--- src/pkg/rtc_flags_pkg.sv ---
// Register map, field positions and timing constants of the alarm and flag block
`default_nettype none
package rtc_flags_pkg;
  // ==========================================
  // Register offsets
  localparam logic [4:0] off_seconds    = 5'h00;
  localparam logic [4:0] off_minutes    = 5'h01;
  localparam logic [4:0] off_hours      = 5'h02;
  localparam logic [4:0] off_day        = 5'h03;
  localparam logic [4:0] off_date       = 5'h04;
  localparam logic [4:0] off_month      = 5'h05;
  localparam logic [4:0] off_alarm_sec  = 5'h08;
  localparam logic [4:0] off_alarm_min  = 5'h09;
  localparam logic [4:0] off_alarm_hour = 5'h0a;
  localparam logic [4:0] off_alarm_dd   = 5'h0b;
  localparam logic [4:0] off_wdog_lo    = 5'h0c;
  localparam logic [4:0] off_wdog_hi    = 5'h0d;
  localparam logic [4:0] off_flags      = 5'h0e;
  localparam logic [4:0] off_ctrl       = 5'h0f;
  // ==========================================
  // Month byte fields
  localparam int bit_osc_disable_n       = 7;
  localparam int bit_clk32_out_disable_n = 6;
  localparam int bit_backup_clk32_enable = 5;
  // ==========================================
  // Alarm byte fields
  localparam int bit_alarm_mask   = 7;
  localparam int bit_alarm_day_sel = 6;
  // ==========================================
  // Flag byte fields
  localparam int bit_batt_low_main   = 7;
  localparam int bit_batt_low_aux    = 6;
  localparam int bit_power_fail_hold = 5;
  localparam int bit_power_release   = 4;
  localparam int bit_alarm_flag      = 3;
  localparam int bit_kick_flag       = 2;
  localparam int bit_wdog_flag       = 1;
  localparam int bit_irq_flag        = 0;
  // ==========================================
  // Control byte fields
  localparam int bit_transfer_en    = 7;
  localparam int bit_alarm_power_en = 4;
  localparam int bit_alarm_irq_en   = 3;
  localparam int bit_kick_irq_en    = 2;
  localparam int bit_wdog_en        = 1;
  localparam int bit_wdog_steer     = 0;
  // ==========================================
  // Reset values and timing
  localparam logic [7:0] ctrl_reset_mask  = 8'h0f;
  localparam logic [7:0] month_reset_mask = 8'h3f;
  localparam int         addr_stable_ns   = 15;
  localparam int         clock_period_ns  = 50;
  localparam int         addr_stable_cyc  =
    (addr_stable_ns + clock_period_ns - 1) / clock_period_ns;
endpackage
`default_nettype wire

--- src/hw/alarm_match.sv ---
// Alarm mask decode and comparison against the time fields
`default_nettype none
module alarm_match (
  // Stored alarm bytes
  input  wire logic [7:0] alarm_sec,
  input  wire logic [7:0] alarm_min,
  input  wire logic [7:0] alarm_hour,
  input  wire logic [7:0] alarm_dd,
  // Current time fields
  input  wire logic [6:0] time_sec,
  input  wire logic [6:0] time_min,
  input  wire logic [5:0] time_hour,
  input  wire logic [2:0] time_day,
  input  wire logic [5:0] time_date,
  // Result
  output logic            match
);
  logic [3:0] mask;
  logic       m_sec;
  logic       m_min;
  logic       m_hour;
  logic       m_dd;
  logic [5:0] dd_ref;

  always_comb begin
    mask   = {alarm_dd[rtc_flags_pkg::bit_alarm_mask], alarm_hour[rtc_flags_pkg::bit_alarm_mask],
              alarm_min[rtc_flags_pkg::bit_alarm_mask], alarm_sec[rtc_flags_pkg::bit_alarm_mask]};
    // Day of week or date of month
    dd_ref = alarm_dd[rtc_flags_pkg::bit_alarm_day_sel] ? {3'h0, time_day} : time_date;
    m_sec  = (alarm_sec[6:0] == time_sec);
    m_min  = (alarm_min[6:0] == time_min);
    m_hour = (alarm_hour[5:0] == time_hour);
    m_dd   = (alarm_dd[5:0] == dd_ref);
    case (mask)
      4'hf:    match = 1'b1;
      4'he:    match = m_sec;
      4'hc:    match = m_sec & m_min;
      4'h8:    match = m_sec & m_min & m_hour;
      4'h0:    match = m_sec & m_min & m_hour & m_dd;
      default: match = 1'b1;
    endcase
  end
endmodule
`default_nettype wire

--- src/hw/rtc_flags.sv ---
// Alarm, oscillator control and status flag logic of the byte-wide clock
//
// Contract
// - Power-up clears oscillator, output, enable bits
// - Mask bits select alarm match rate
// - Undefined mask patterns fire every second
// - Match sets alarm_flag
// - Day select picks date or weekday
// - osc_disable_n bit 7 stops oscillator
// - clk32_out_disable_n low routes clock out
// - backup_clk32_enable keeps clock in backup while aux_present
// - Battery-low bits are read-only status
// - power_fail_hold keeps power_on_n in fail
// - power_release low drives power_on_n
// - Alarm-power or kick clears power_release
// - alarm_power_en gates alarm wakeup
// - Flag read or zero-write clears flags
// - Kick event or write sets kick_flag
// - Watchdog timeout sets wdog_flag if period is nonzero
// - irq_flag is OR of enabled flags
// - irq_n low while irq_flag set
// - Read-clear after stable address, on release
// - Timeout sets wdog_flag regardless of enable
`default_nettype none
module rtc_flags (
  // Clock and reset
  input  wire logic       clock,
  input  wire logic       rst,
  // Byte-wide host bus
  input  wire logic       cs_n,
  input  wire logic       oe_n,
  input  wire logic       we_n,
  input  wire logic [4:0] addr,
  input  wire logic [7:0] wdata,
  output logic      [7:0] rdata,
  // Time keeping and watchdog events
  input  wire logic       sec_tick,
  input  wire logic       wdog_timeout,
  input  wire logic [6:0] time_sec,
  input  wire logic [6:0] time_min,
  input  wire logic [5:0] time_hour,
  input  wire logic [2:0] time_day,
  input  wire logic [5:0] time_date,
  // Supply status, kick input and oscillator clock pins
  input  wire logic       vbat_low,
  input  wire logic       vaux_low,
  input  wire logic       aux_present,
  input  wire logic       backup_mode,
  input  wire logic       power_fail,
  input  wire logic       kick_in_n,
  input  wire logic       osc_clk,
  // Outputs
  output logic            osc_run,
  output logic            square_out,
  output logic            irq_n_o,
  output logic            irq_n_oe,
  output logic            power_on_n_o,
  output logic            power_on_n_oe
);
  // ==========================================
  // Pin synchronisers
  // Address and data ride with the strobes so all settle together
  logic [18:0] sync1_q;
  logic [18:0] sync2_q;
  logic [18:0] pins;
  assign pins = {cs_n, oe_n, we_n, kick_in_n, vbat_low, vaux_low, addr, wdata};
  always_ff @(posedge clock) begin
    if (rst) begin
      sync1_q <= 19'h78000;
      sync2_q <= 19'h78000;
    end else begin
      sync1_q <= pins;
      sync2_q <= sync1_q;
    end
  end
  logic       cs_s, oe_s, we_s, kick_s, blm_s, bla_s;
  logic [4:0] addr_s;
  logic [7:0] wdata_s;
  assign {cs_s, oe_s, we_s, kick_s, blm_s, bla_s, addr_s, wdata_s} = sync2_q;

  // ==========================================
  // Registers
  logic [7:0] month_q, month_d;
  logic [7:0] asec_q, asec_d, amin_q, amin_d, ahour_q, ahour_d, add_q, add_d;
  logic [7:0] wlo_q, wlo_d, whi_q, whi_d, ctrl_q, ctrl_d;
  logic       hold_q, hold_d, rel_q, rel_d;
  logic       aflag_q, aflag_d, kflag_q, kflag_d, wflag_q, wflag_d;
  logic       we_prev_q, we_prev_d, kick_prev_q, kick_prev_d;
  logic [4:0] raddr_q, raddr_d;
  logic [1:0] stable_q, stable_d;
  logic       armed_q, armed_d;
  logic [7:0] rdata_q, rdata_d;

  logic       wr_stb, rd_act, rd_end, kick_evt, match, irq_flag;
  logic [7:0] flags_rd;

  alarm_match u_match (
    .alarm_sec  (asec_q),
    .alarm_min  (amin_q),
    .alarm_hour (ahour_q),
    .alarm_dd   (add_q),
    .time_sec   (time_sec),
    .time_min   (time_min),
    .time_hour  (time_hour),
    .time_day   (time_day),
    .time_date  (time_date),
    .match      (match)
  );

  // ==========================================
  // Bus decode and flag combination
  always_comb begin
    wr_stb   = !cs_s && !we_s && we_prev_q;
    rd_act   = !cs_s && !oe_s;
    kick_evt = !kick_s && kick_prev_q;
    irq_flag = (aflag_q & ctrl_q[rtc_flags_pkg::bit_alarm_irq_en]) |
               (kflag_q & ctrl_q[rtc_flags_pkg::bit_kick_irq_en]) |
               (wflag_q & ctrl_q[rtc_flags_pkg::bit_wdog_en]);
    flags_rd = {blm_s, bla_s, hold_q, rel_q, aflag_q, kflag_q, wflag_q, irq_flag};
    // Clear fires on release or address change once the address was stable
    rd_end   = armed_q && (!rd_act || addr_s != raddr_q);
  end

  // ==========================================
  // Next state
  always_comb begin
    month_d     = month_q;
    asec_d      = asec_q;
    amin_d      = amin_q;
    ahour_d     = ahour_q;
    add_d       = add_q;
    wlo_d       = wlo_q;
    whi_d       = whi_q;
    ctrl_d      = ctrl_q;
    hold_d      = hold_q;
    rel_d       = rel_q;
    aflag_d     = aflag_q;
    kflag_d     = kflag_q;
    wflag_d     = wflag_q;
    we_prev_d   = we_s;
    kick_prev_d = kick_s;
    raddr_d     = addr_s;
    rdata_d     = rdata_q;
    stable_d    = (rd_act && addr_s == raddr_q && stable_q != 2'h3) ? stable_q + 2'h1 :
                  (rd_act && addr_s == raddr_q) ? stable_q : 2'h0;
    armed_d     = rd_act && addr_s == raddr_q && addr_s == rtc_flags_pkg::off_flags &&
                  stable_q >= 2'(rtc_flags_pkg::addr_stable_cyc);
    if (rd_end) begin
      aflag_d = 1'b0;
      kflag_d = 1'b0;
      wflag_d = 1'b0;
    end
    if (rd_act) begin
      case (addr_s)
        rtc_flags_pkg::off_month:      rdata_d = month_q;
        rtc_flags_pkg::off_alarm_sec:  rdata_d = asec_q;
        rtc_flags_pkg::off_alarm_min:  rdata_d = amin_q;
        rtc_flags_pkg::off_alarm_hour: rdata_d = ahour_q;
        rtc_flags_pkg::off_alarm_dd:   rdata_d = add_q;
        rtc_flags_pkg::off_wdog_lo:    rdata_d = wlo_q;
        rtc_flags_pkg::off_wdog_hi:    rdata_d = whi_q;
        rtc_flags_pkg::off_flags:      rdata_d = flags_rd;
        rtc_flags_pkg::off_ctrl:       rdata_d = ctrl_q;
        default:                       rdata_d = 8'h00;
      endcase
    end
    if (wr_stb) begin
      case (addr_s)
        rtc_flags_pkg::off_month:      month_d = wdata_s;
        rtc_flags_pkg::off_alarm_sec:  asec_d  = wdata_s;
        rtc_flags_pkg::off_alarm_min:  amin_d  = wdata_s;
        rtc_flags_pkg::off_alarm_hour: ahour_d = wdata_s;
        rtc_flags_pkg::off_alarm_dd:   add_d   = wdata_s;
        rtc_flags_pkg::off_wdog_lo:    wlo_d   = wdata_s;
        rtc_flags_pkg::off_wdog_hi:    whi_d   = wdata_s;
        rtc_flags_pkg::off_ctrl:       ctrl_d  = wdata_s;
        rtc_flags_pkg::off_flags: begin
          hold_d  = wdata_s[rtc_flags_pkg::bit_power_fail_hold];
          rel_d   = wdata_s[rtc_flags_pkg::bit_power_release];
          if (!wdata_s[rtc_flags_pkg::bit_alarm_flag]) aflag_d = 1'b0;
          kflag_d = wdata_s[rtc_flags_pkg::bit_kick_flag];
          if (!wdata_s[rtc_flags_pkg::bit_wdog_flag]) wflag_d = 1'b0;
        end
        default: ;
      endcase
    end
    // Events win over any clear in the same cycle
    if (sec_tick && !month_q[rtc_flags_pkg::bit_osc_disable_n] && match)
      aflag_d = 1'b1;
    if (kick_evt)
      kflag_d = 1'b1;
    if (wdog_timeout && (wlo_q != 8'h00 || whi_q != 8'h00))
      wflag_d = 1'b1;
    if ((aflag_q && ctrl_q[rtc_flags_pkg::bit_alarm_power_en]) || kflag_q)
      rel_d = 1'b0;
  end

  // ==========================================
  // State registers
  always_ff @(posedge clock) begin
    if (rst) begin
      month_q <= 8'h00;
      ctrl_q  <= 8'h00;
      asec_q  <= 8'h00;
      amin_q  <= 8'h00;
      ahour_q <= 8'h00;
      add_q   <= 8'h00;
      wlo_q   <= 8'h00;
      whi_q   <= 8'h00;
      hold_q  <= 1'b0;
      rel_q   <= 1'b1;
      aflag_q <= 1'b0;
      kflag_q <= 1'b0;
      wflag_q <= 1'b0;
      we_prev_q   <= 1'b1;
      kick_prev_q <= 1'b1;
      raddr_q  <= 5'h00;
      stable_q <= 2'h0;
      armed_q  <= 1'b0;
      rdata_q  <= 8'h00;
    end else begin
      month_q <= month_d;
      ctrl_q  <= ctrl_d;
      asec_q  <= asec_d;
      amin_q  <= amin_d;
      ahour_q <= ahour_d;
      add_q   <= add_d;
      wlo_q   <= wlo_d;
      whi_q   <= whi_d;
      hold_q  <= hold_d;
      rel_q   <= rel_d;
      aflag_q <= aflag_d;
      kflag_q <= kflag_d;
      wflag_q <= wflag_d;
      we_prev_q   <= we_prev_d;
      kick_prev_q <= kick_prev_d;
      raddr_q  <= raddr_d;
      stable_q <= stable_d;
      armed_q  <= armed_d;
      rdata_q  <= rdata_d;
    end
  end

  // ==========================================
  // Outputs
  always_comb begin
    rdata    = rdata_q;
    osc_run  = !month_q[rtc_flags_pkg::bit_osc_disable_n];
    square_out = osc_run && osc_clk &&
      ((!backup_mode && !month_q[rtc_flags_pkg::bit_clk32_out_disable_n]) ||
       (backup_mode && aux_present && month_q[rtc_flags_pkg::bit_backup_clk32_enable]));
    irq_n_o  = 1'b0;
    irq_n_oe = irq_flag;
    power_on_n_o  = 1'b0;
    power_on_n_oe = !rel_q && (!power_fail || hold_q);
  end

  // ==========================================
  // Checks
  a_irq_pin_follows: assert property (@(posedge clock) disable iff (rst)
    irq_n_oe == ((aflag_q & ctrl_q[3]) | (kflag_q & ctrl_q[2]) | (wflag_q & ctrl_q[1])))
    else $error("irq pin does not follow enabled flags");
  a_alarm_sets_flag: assert property (@(posedge clock) disable iff (rst)
    (sec_tick && match && !month_q[7]) |=> aflag_q)
    else $error("alarm match did not set flag");
  a_kick_sets_flag: assert property (@(posedge clock) disable iff (rst)
    kick_evt |=> kflag_q)
    else $error("kick event did not set flag");
  a_release_cleared: assert property (@(posedge clock) disable iff (rst)
    kflag_q |=> !rel_q)
    else $error("kick flag did not clear power release");
  a_read_clear: assert property (@(posedge clock) disable iff (rst)
    (rd_end && !kick_evt) |=> !kflag_q)
    else $error("flag read did not clear kick flag");
  a_wdog_timeout: assert property (@(posedge clock) disable iff (rst)
    (wdog_timeout && wlo_q != 8'h00) |=> wflag_q)
    else $error("watchdog timeout did not set flag");
  a_power_drive: assert property (@(posedge clock) disable iff (rst)
    rel_q |-> !power_on_n_oe)
    else $error("power pin driven while released");
  a_osc_stop_quiet: assert property (@(posedge clock) disable iff (rst)
    month_q[7] |-> !square_out)
    else $error("clock output while oscillator stopped");
  a_reset_defaults: assert property (@(posedge clock)
    rst |=> (month_q[7:6] == 2'h0 && ctrl_q[3:0] == 4'h0))
    else $error("power-up control bits not cleared");
  a_wdog_no_period: assert property (@(posedge clock) disable iff (rst)
    (wdog_timeout && wlo_q == 8'h00 && whi_q == 8'h00 && !wflag_q) |=> !wflag_q)
    else $error("watchdog flag set with zero period");
  a_flag_write_zero: assert property (@(posedge clock) disable iff (rst)
    (wr_stb && addr_s == rtc_flags_pkg::off_flags &&
     !wdata_s[rtc_flags_pkg::bit_alarm_flag] &&
     !(sec_tick && match && !month_q[7])) |=> !aflag_q)
    else $error("zero write did not clear alarm flag");
  a_square_backup: assert property (@(posedge clock) disable iff (rst)
    (backup_mode && !aux_present) |-> !square_out)
    else $error("backup clock output without auxiliary supply");
  a_power_fail_float: assert property (@(posedge clock) disable iff (rst)
    (power_fail && !hold_q) |-> !power_on_n_oe)
    else $error("power pin driven in power-fail without hold");
  a_release_alarm: assert property (@(posedge clock) disable iff (rst)
    (aflag_q && ctrl_q[4]) |=> !rel_q)
    else $error("alarm wakeup did not clear power release");
endmodule
`default_nettype wire

--- config.mk ---
export PLATFORM = sky130hd
export DESIGN_NAME = rtc_flags
export DESIGN_NICKNAME = d
export VERILOG_FILES = /design/src/pkg/rtc_flags_pkg.sv /design/src/hw/alarm_match.sv /design/src/hw/rtc_flags.sv
export SDC_FILE = /design/constraint.sdc
export NUM_CORES = 1
export LEC_CHECK = 0
export BUFFER_PORTS_ARGS = -buffer_cell sky130_fd_sc_hd__buf_2
export CAP_MARGIN = 20
export CORE_ASPECT_RATIO = 1.2
export CORE_MARGIN = 5
export CORE_UTILIZATION = 45
export CTS_BUF_LIST = sky130_fd_sc_hd__clkbuf_4 sky130_fd_sc_hd__clkbuf_8
export DETAILED_ROUTE_END_ITERATION = 10
export PLACE_DENSITY_LB_ADDON = 0.05
export REMOVE_ABC_BUFFERS = 1
export SLEW_MARGIN = 10
export SYNTH_ARGS = -nofsm -noshare
export SYNTH_HDL_FRONTEND = slang
export SYNTH_HIERARCHICAL = 1
export SYNTH_SLANG_ARGS = --single-unit
--- constraint.sdc ---
create_clock -name clock -period 1.4 [get_ports clock]
set_input_delay 0.35 -clock clock [delete_from_list [all_inputs] [get_ports clock]]
set_output_delay 0.35 -clock clock [all_outputs]
set_load 0.05 [all_outputs]
# ---- After elaboration in Yosys (flattened, before gate mapping)
# Index checks and enable logic that the tools add are counted.
dict set report totals {
  elab_cells 122
  in_bits 56
  mem_count 0
  mem_bits_rw 0
  out_inout_bits 14
  latch_bits 0
  reg_bits 125
  romBits 0
}
dict set report op_classes {
  magnitude_cmp 1
  reduce_logical 49
  muxes 22
  multipliers 0
  div 0
  shifts 0
  n_addsub 1
  bitwise 8
  eq_ne 20
}
# op n
set op_table {}
lappend op_table {{$pmux W8 S9} 1}
lappend op_table {{$eq A5 B4 Y1 const B} 8}
lappend op_table {{$reduce_and A2 Y1} 10}
lappend op_table {{$logic_and A1 B1 Y1} 19}
lappend op_table {{$mux W1} 17}
lappend op_table {{$reduce_bool A8 Y1} 2}
lappend op_table {{$eq A7 B7 Y1} 2}
lappend op_table {{$eq A4 B4 Y1 const B} 3}
lappend op_table {{$eq A6 B6 Y1} 2}
lappend op_table {{$logic_not A1 Y1} 10}
lappend op_table {{$and A1 B1 Y1} 6}
lappend op_table {{$mux W6} 1}
lappend op_table {{$eq A5 B3 Y1 const B} 1}
lappend op_table {{$eq A5 B5 Y1} 1}
lappend op_table {{$logic_or A1 B1 Y1} 5}
lappend op_table {{$ne A5 B5 Y1} 1}
lappend op_table {{$logic_not A4 Y1} 1}
lappend op_table {{$mux W2} 2}
lappend op_table {{$pmux W1 S4} 1}
lappend op_table {{$reduce_bool A2 Y1} 2}
lappend op_table {{$add A2 B1 Y2 const B} 1}
lappend op_table {{$ge A2 B1 Y1 const B} 1}
lappend op_table {{$ne A2 B1 Y1 const B} 1}
lappend op_table {{$ne A2 B2 Y1 const B} 1}
lappend op_table {{$or A1 B1 Y1} 2}

# ---- Depth between registers and ports, before layout
dict set report depth {
  depth_word 10
  mapped_depth 8
}

# ---- Cells and area by module
# The synthesis kept the hierarchy.
# module area_per_inst_um2 cells_per_inst instances
set modules_own_cells {}
lappend modules_own_cells {rtc_flags 5029.8 493 1}
lappend modules_own_cells {alarm_match 420.4 56 1}

# ---- Least setup slack after synthesis
# Ideal clock, no wire load.
dict set report synth_timing {
  path_kind {register to register}
  startpoint {register sync2_q[8]}
  endpoint {register month_q[0]}
  path_stages_with_launch 6
  t_arrival_ns 1.414
  n_path_buf 1
  path_slack_ns -0.142
  setup_time_ns 0.128
  synth_period_minus_slack_ns 1.542
  path_cell_list {dfxtp_1 -> buf_2 -> nand4bb_2 -> nor4_4 -> mux2i_1 -> nor2_1}
}
dict set report synth_via {
  elab_chain_len 2
}
# element line
set synth_lines {}
lappend synth_lines {{start: declaration} rtc_flags.sv:64} ;# logic [18:0] sync2_q;
lappend synth_lines {{start signal: assignment} rtc_flags.sv:73} ;# sync2_q <= sync1_q;
lappend synth_lines {{$eq A5 B3 Y1} rtc_flags.sv:168} ;# case (addr_s)
lappend synth_lines {{$reduce_and A2 Y1 (no line)} n/a}
lappend synth_lines {{end signal: assignment} rtc_flags.sv:222} ;# month_q <= month_d;
lappend synth_lines {{end: declaration} rtc_flags.sv:83} ;# logic [7:0] month_q, month_d;
# No other way between the ends.
# A chain may end at the register's enable or synchronous reset.

# ---- Final worst setup path
dict set report layout_timing {
  startpoint {register aflag_q}
  endpoint {output irq_n_oe}
}
dict set report layout_via {
  elab_chain_len 3
}
# element line
set layout_lines {}
lappend layout_lines {{start: declaration} rtc_flags.sv:87} ;# logic aflag_q, aflag_d, kflag_q, kflag_d, wflag_q, wflag_d;
lappend layout_lines {{start signal: assignment} rtc_flags.sv:232} ;# aflag_q <= aflag_d;
lappend layout_lines {{$and A1 B1 Y1} rtc_flags.sv:116} ;# irq_flag = (aflag_q & ctrl_q[rtc_flags_pkg::bit_alarm_irq_en]) |
lappend layout_lines {{$or A1 B1 Y1} rtc_flags.sv:116}
lappend layout_lines {{$or A1 B1 Y1} rtc_flags.sv:117} ;# (kflag_q & ctrl_q[rtc_flags_pkg::bit_kick_irq_en]) |
lappend layout_lines {{end: declaration} rtc_flags.sv:56} ;# output logic irq_n_oe,
# No other way between the ends.

==> run metrics <==
clock buffer depth=2; DR vias=approximately 4,600; worst-case reg-to-reg path depth=6; switching part of the total=between 20% and 30%; Worst-Skew Late Latency=0.43 ns; Seq/Total Area, Yosys=between 40% and 50%; clock-pin slew on the worst setup and hold paths=roughly 0.070 ns; hold path depth=2; routed wire length per instance=18.9 um; die area=~14,000 um^2; clk_skew=~0.011 ns; syn_area_per_cell=9.93 um^2; final worst slack=-0.467 ns; share of layout cells above drive strength 1=41.8%; leak pwr=3.35 nW; Post-Synthesis Cell Area=between 5000 and 6000 um^2; worst-path fanout max=2; IO Pins=70; unrepaired setup endpoints after global routing=true; CTS tree=yes; post-synth cell types=between 50 and 60; reg2reg end=rdata[7]; top cell family by delay on the critical path=compound AO/OA/AOI/OAI gates; maximum clock rate=roughly 540 MHz; clock period minus worst slack=1.87 ns; IR drop worst, VDD=between 0.0006 and 0.0007 V; # nets final=760; combinational share of power=7.5%; worst path cell trace=a222oi_1, inv_1, buf_6; CTS Buf Count=17; synthesis-stage register bit count=125; synth top area cells=dfxtp_1 (46%), mux2i_1 (14%), nor2_1 (5.6%), nor2b_1 (4.2%), xor2_1 (2.6%); internal power=about 5.4 mW; Synth Flop Type=dfxtp_1; Slew HR=56.5%; row count=44; DRT iter0 DRCs=around 220; reg2reg setup slack=-0.23 ns; Worst Tran Pin Value=about 0.65 ns; WP data required=1.05 ns; PwrDens=approximately 940 nW/um^2; area leader, netlist=dfxtp_1; crit start category=flop; Post-synth EDFFs=0; Die Width=110 um; overall routing resource usage=about a quarter; Initial Utilization=45.4%; Bufs and invs on worst path=2; area delta synth->final=39.0%; initial antenna violation count=0; Slew Limit Fails=0; Die Height=131 um; grt ovf=0; Detailed Route WL=about 17,000 um; crit path capture type=output pin; hold_sp=we_n; final worst path period share=133%; post-route ant nets=0; Root Driver=clkbuf_8; Syn Inst Count=about 550; Worst Hold End=sync1_q[16]; Fin. Hold Viols=0; vias per cell=5.30; worst min path class=in2reg; Core Region=approximately 12,000 um^2; # clock sinks=125; FFs w/ async S/R, synth=0%; CP arrival=1.52 ns; failing checks=setup timing; Hold Slack=approximately 0.1 ns; vias in the first global route=4,624; final setup vio count=80; Yosys Warn Count=6; CP Class=reg2out; outcome=complete, but fails checks; # hold bufs at CTS=0; first-pass GRT wire length=between 20,000 and 30,000 um; DPL Wire Length=roughly 12,000 um; top-area cell type share of the netlist area=a little under half; buffers added on ports=67; antenna fix cells=0; Net Sw Power=around 1.8 mW; fin cells=about 880; H-tree depth=4; Placer Congestion=between 0.9 and 1; CP max stage delay=approximately 0.46 ns; Max-cap violations=0; Slowest-stage cell, CP=a222oi_1; Clk pwr share=between 40% and 50%; Placed Cells incl. Taps=828; Post-route DRC=0; fill cell count=between 1,000 and 1,500; pin count of the biggest net entering global routing=60; Reg power frac=about 50%; worst r2r src=sync2_q[9]; TritonRoute pass-1 iters=5
==> kinds of logic (layout without fill, tap and decap cells) <==
family	after synthesis	after routing	synth area share (%)
xor gates and xnor gates	31	31	4.98
buffers and inverters	46	211	3.76
muxes	84	84	16.6
DFF	125	125	45.9
and+or+nand+nor	194	194	19.7
other	1	2	0.0688
adders and majority gates	2	2	0.459
AOI/OAI and AO/OA	66	66	8.52
==> placed cells by master, fill, tap and decap left out, types with 4 or more instances in the layout <==
cell type and count:
nand4_1 4, buf_6 31, nand2_1 7, or2_2 11, inv_1 6, o21ai_1 6, a21oi_1 10, a311oi_1 8
nor2b_1 35, xnor2_1 15, nand3b_1 4, nor2_1 76, buf_12 9, a21oi_2 7, a32oi_1 6, dfxtp_1 102
dfxtp_4 6, nand3_1 6, dfxtp_2 17, clkinv_2 4, buf_2 54, mux2i_2 4, clkbuf_8 18, nor4_1 6
mux2i_1 74, nand3_4 8, clkbuf_4 4, mux4_2 5, xor2_1 15, buf_4 75
==> sequential cells by signal, summed over array words and instances, names as in the netlist, 8 cells and up <==
register	count
ctrl_q	8
amin_q	8
sync2_q	19
month_q	8
whi_q	8
ahour_q	8
sync1_q	19
wlo_q	8
asec_q	8
rdata	8
add_q	8
==> worst max-delay path by stage <==
stage,startpoint,endpoint,slack [ns],cells past startpoint
4_1_cts,ctrl_q[3],irq_n_oe,-0.49,3
2_1_floorplan,sync2_q[11],add_q[0],-1.15,4
3_3_place_gp,add_q[6],aflag_q,-0.37,7
6_report,aflag_q,irq_n_oe,-0.47,3
3_5_place_dp,add_q[6],aflag_q,-0.36,7
5_1_grt,aflag_q,irq_n_oe,-0.53,3
==> final cells by class <==
type	instances	area, um^2	share of cell area (%)
repair buffers	171	1410	18.5
well taps	161	201	2.66
multi-input cells	379	3020	39.9
inverters	8	30.0	0.396
clock buffers	22	278	3.67
clock inverters	10	91.3	1.21
flip-flops and latches	125	2550	33.6
==> what timing repair did <==
item / 4_1_cts / 5_1_grt
endpoints found under the setup margin: 92 / 89
gates resized for setup: 107 / 37
pin swaps: 36 / 32
setup buffers: 14 / 13
hold endpoints to repair: 0 / 0
gates cloned: 2 / 0
==> synthesized netlist by cell type (all sizes together), types with 2 or more instances <==
cell type / number
nor2b: 37
a311oi: 8
ha: 2
xor2: 16
and3b: 2
buf: 15
a21oi: 17
a32oi: 6
mux2i: 78
a211oi: 4
mux4: 5
dfxtp: 125
clkbuf: 23
nor2: 81
nand4: 4
nor4b: 2
a22oi: 5
o22ai: 2
nor4: 9
nand2: 8
and2: 3
nand3: 17
o21ai: 9
xnor2: 15
o211ai: 2
or2: 11
inv: 8
nor4bb: 2
a31oi: 3
nand3b: 4
nor3: 4
o2bb2ai: 4
nand2b: 2
and3: 3
==> per-layer routing <==
layer | vias up | routed length (um) | part of all wire [%] | track usage, %
met4 | 0 | 612 | 3.7 | 11.2
li1 | 2232 | - | - | -
met5 | - | 0 | 0 | 0
met3 | 38 | 791 | 4.8 | 5.53
met2 | 137 | 8370 | 51 | 40.6
met1 | 2237 | 6790 | 41 | 27.4
==> power groups by stage <==
| stage | sequential, mW | clock (mW) | combinational, mW |
|---|---|---|---|
| finish | 3.67 | 2.95 | 0.537 |
| global route | 3.67 | 3.20 | 0.578 |
| CTS | 3.67 | 3.01 | 0.507 |
| floorplan | 3.74 | 0 | 0.163 |
| detailed placement | 3.75 | 0 | 0.462 |
| global placement | 3.74 | 0 | 0.458 |
==> through the flow <==
stage	util [%]	setup TNS [ns]	power (mW)	setup slack, ns	instance area, um^2
floorplan	-	-76.95	3.91	-1.15	5280
global placement	55.2	-14.74	4.20	-0.370	6620
detailed placement	55.2	-15.54	4.21	-0.365	6620
CTS	61.8	-9.37	7.19	-0.490	7410
global route	63.1	-12.18	7.45	-0.532	7580
finish	63.1	-7.14	7.16	-0.467	7580
(Power assumes the default switching activity.)
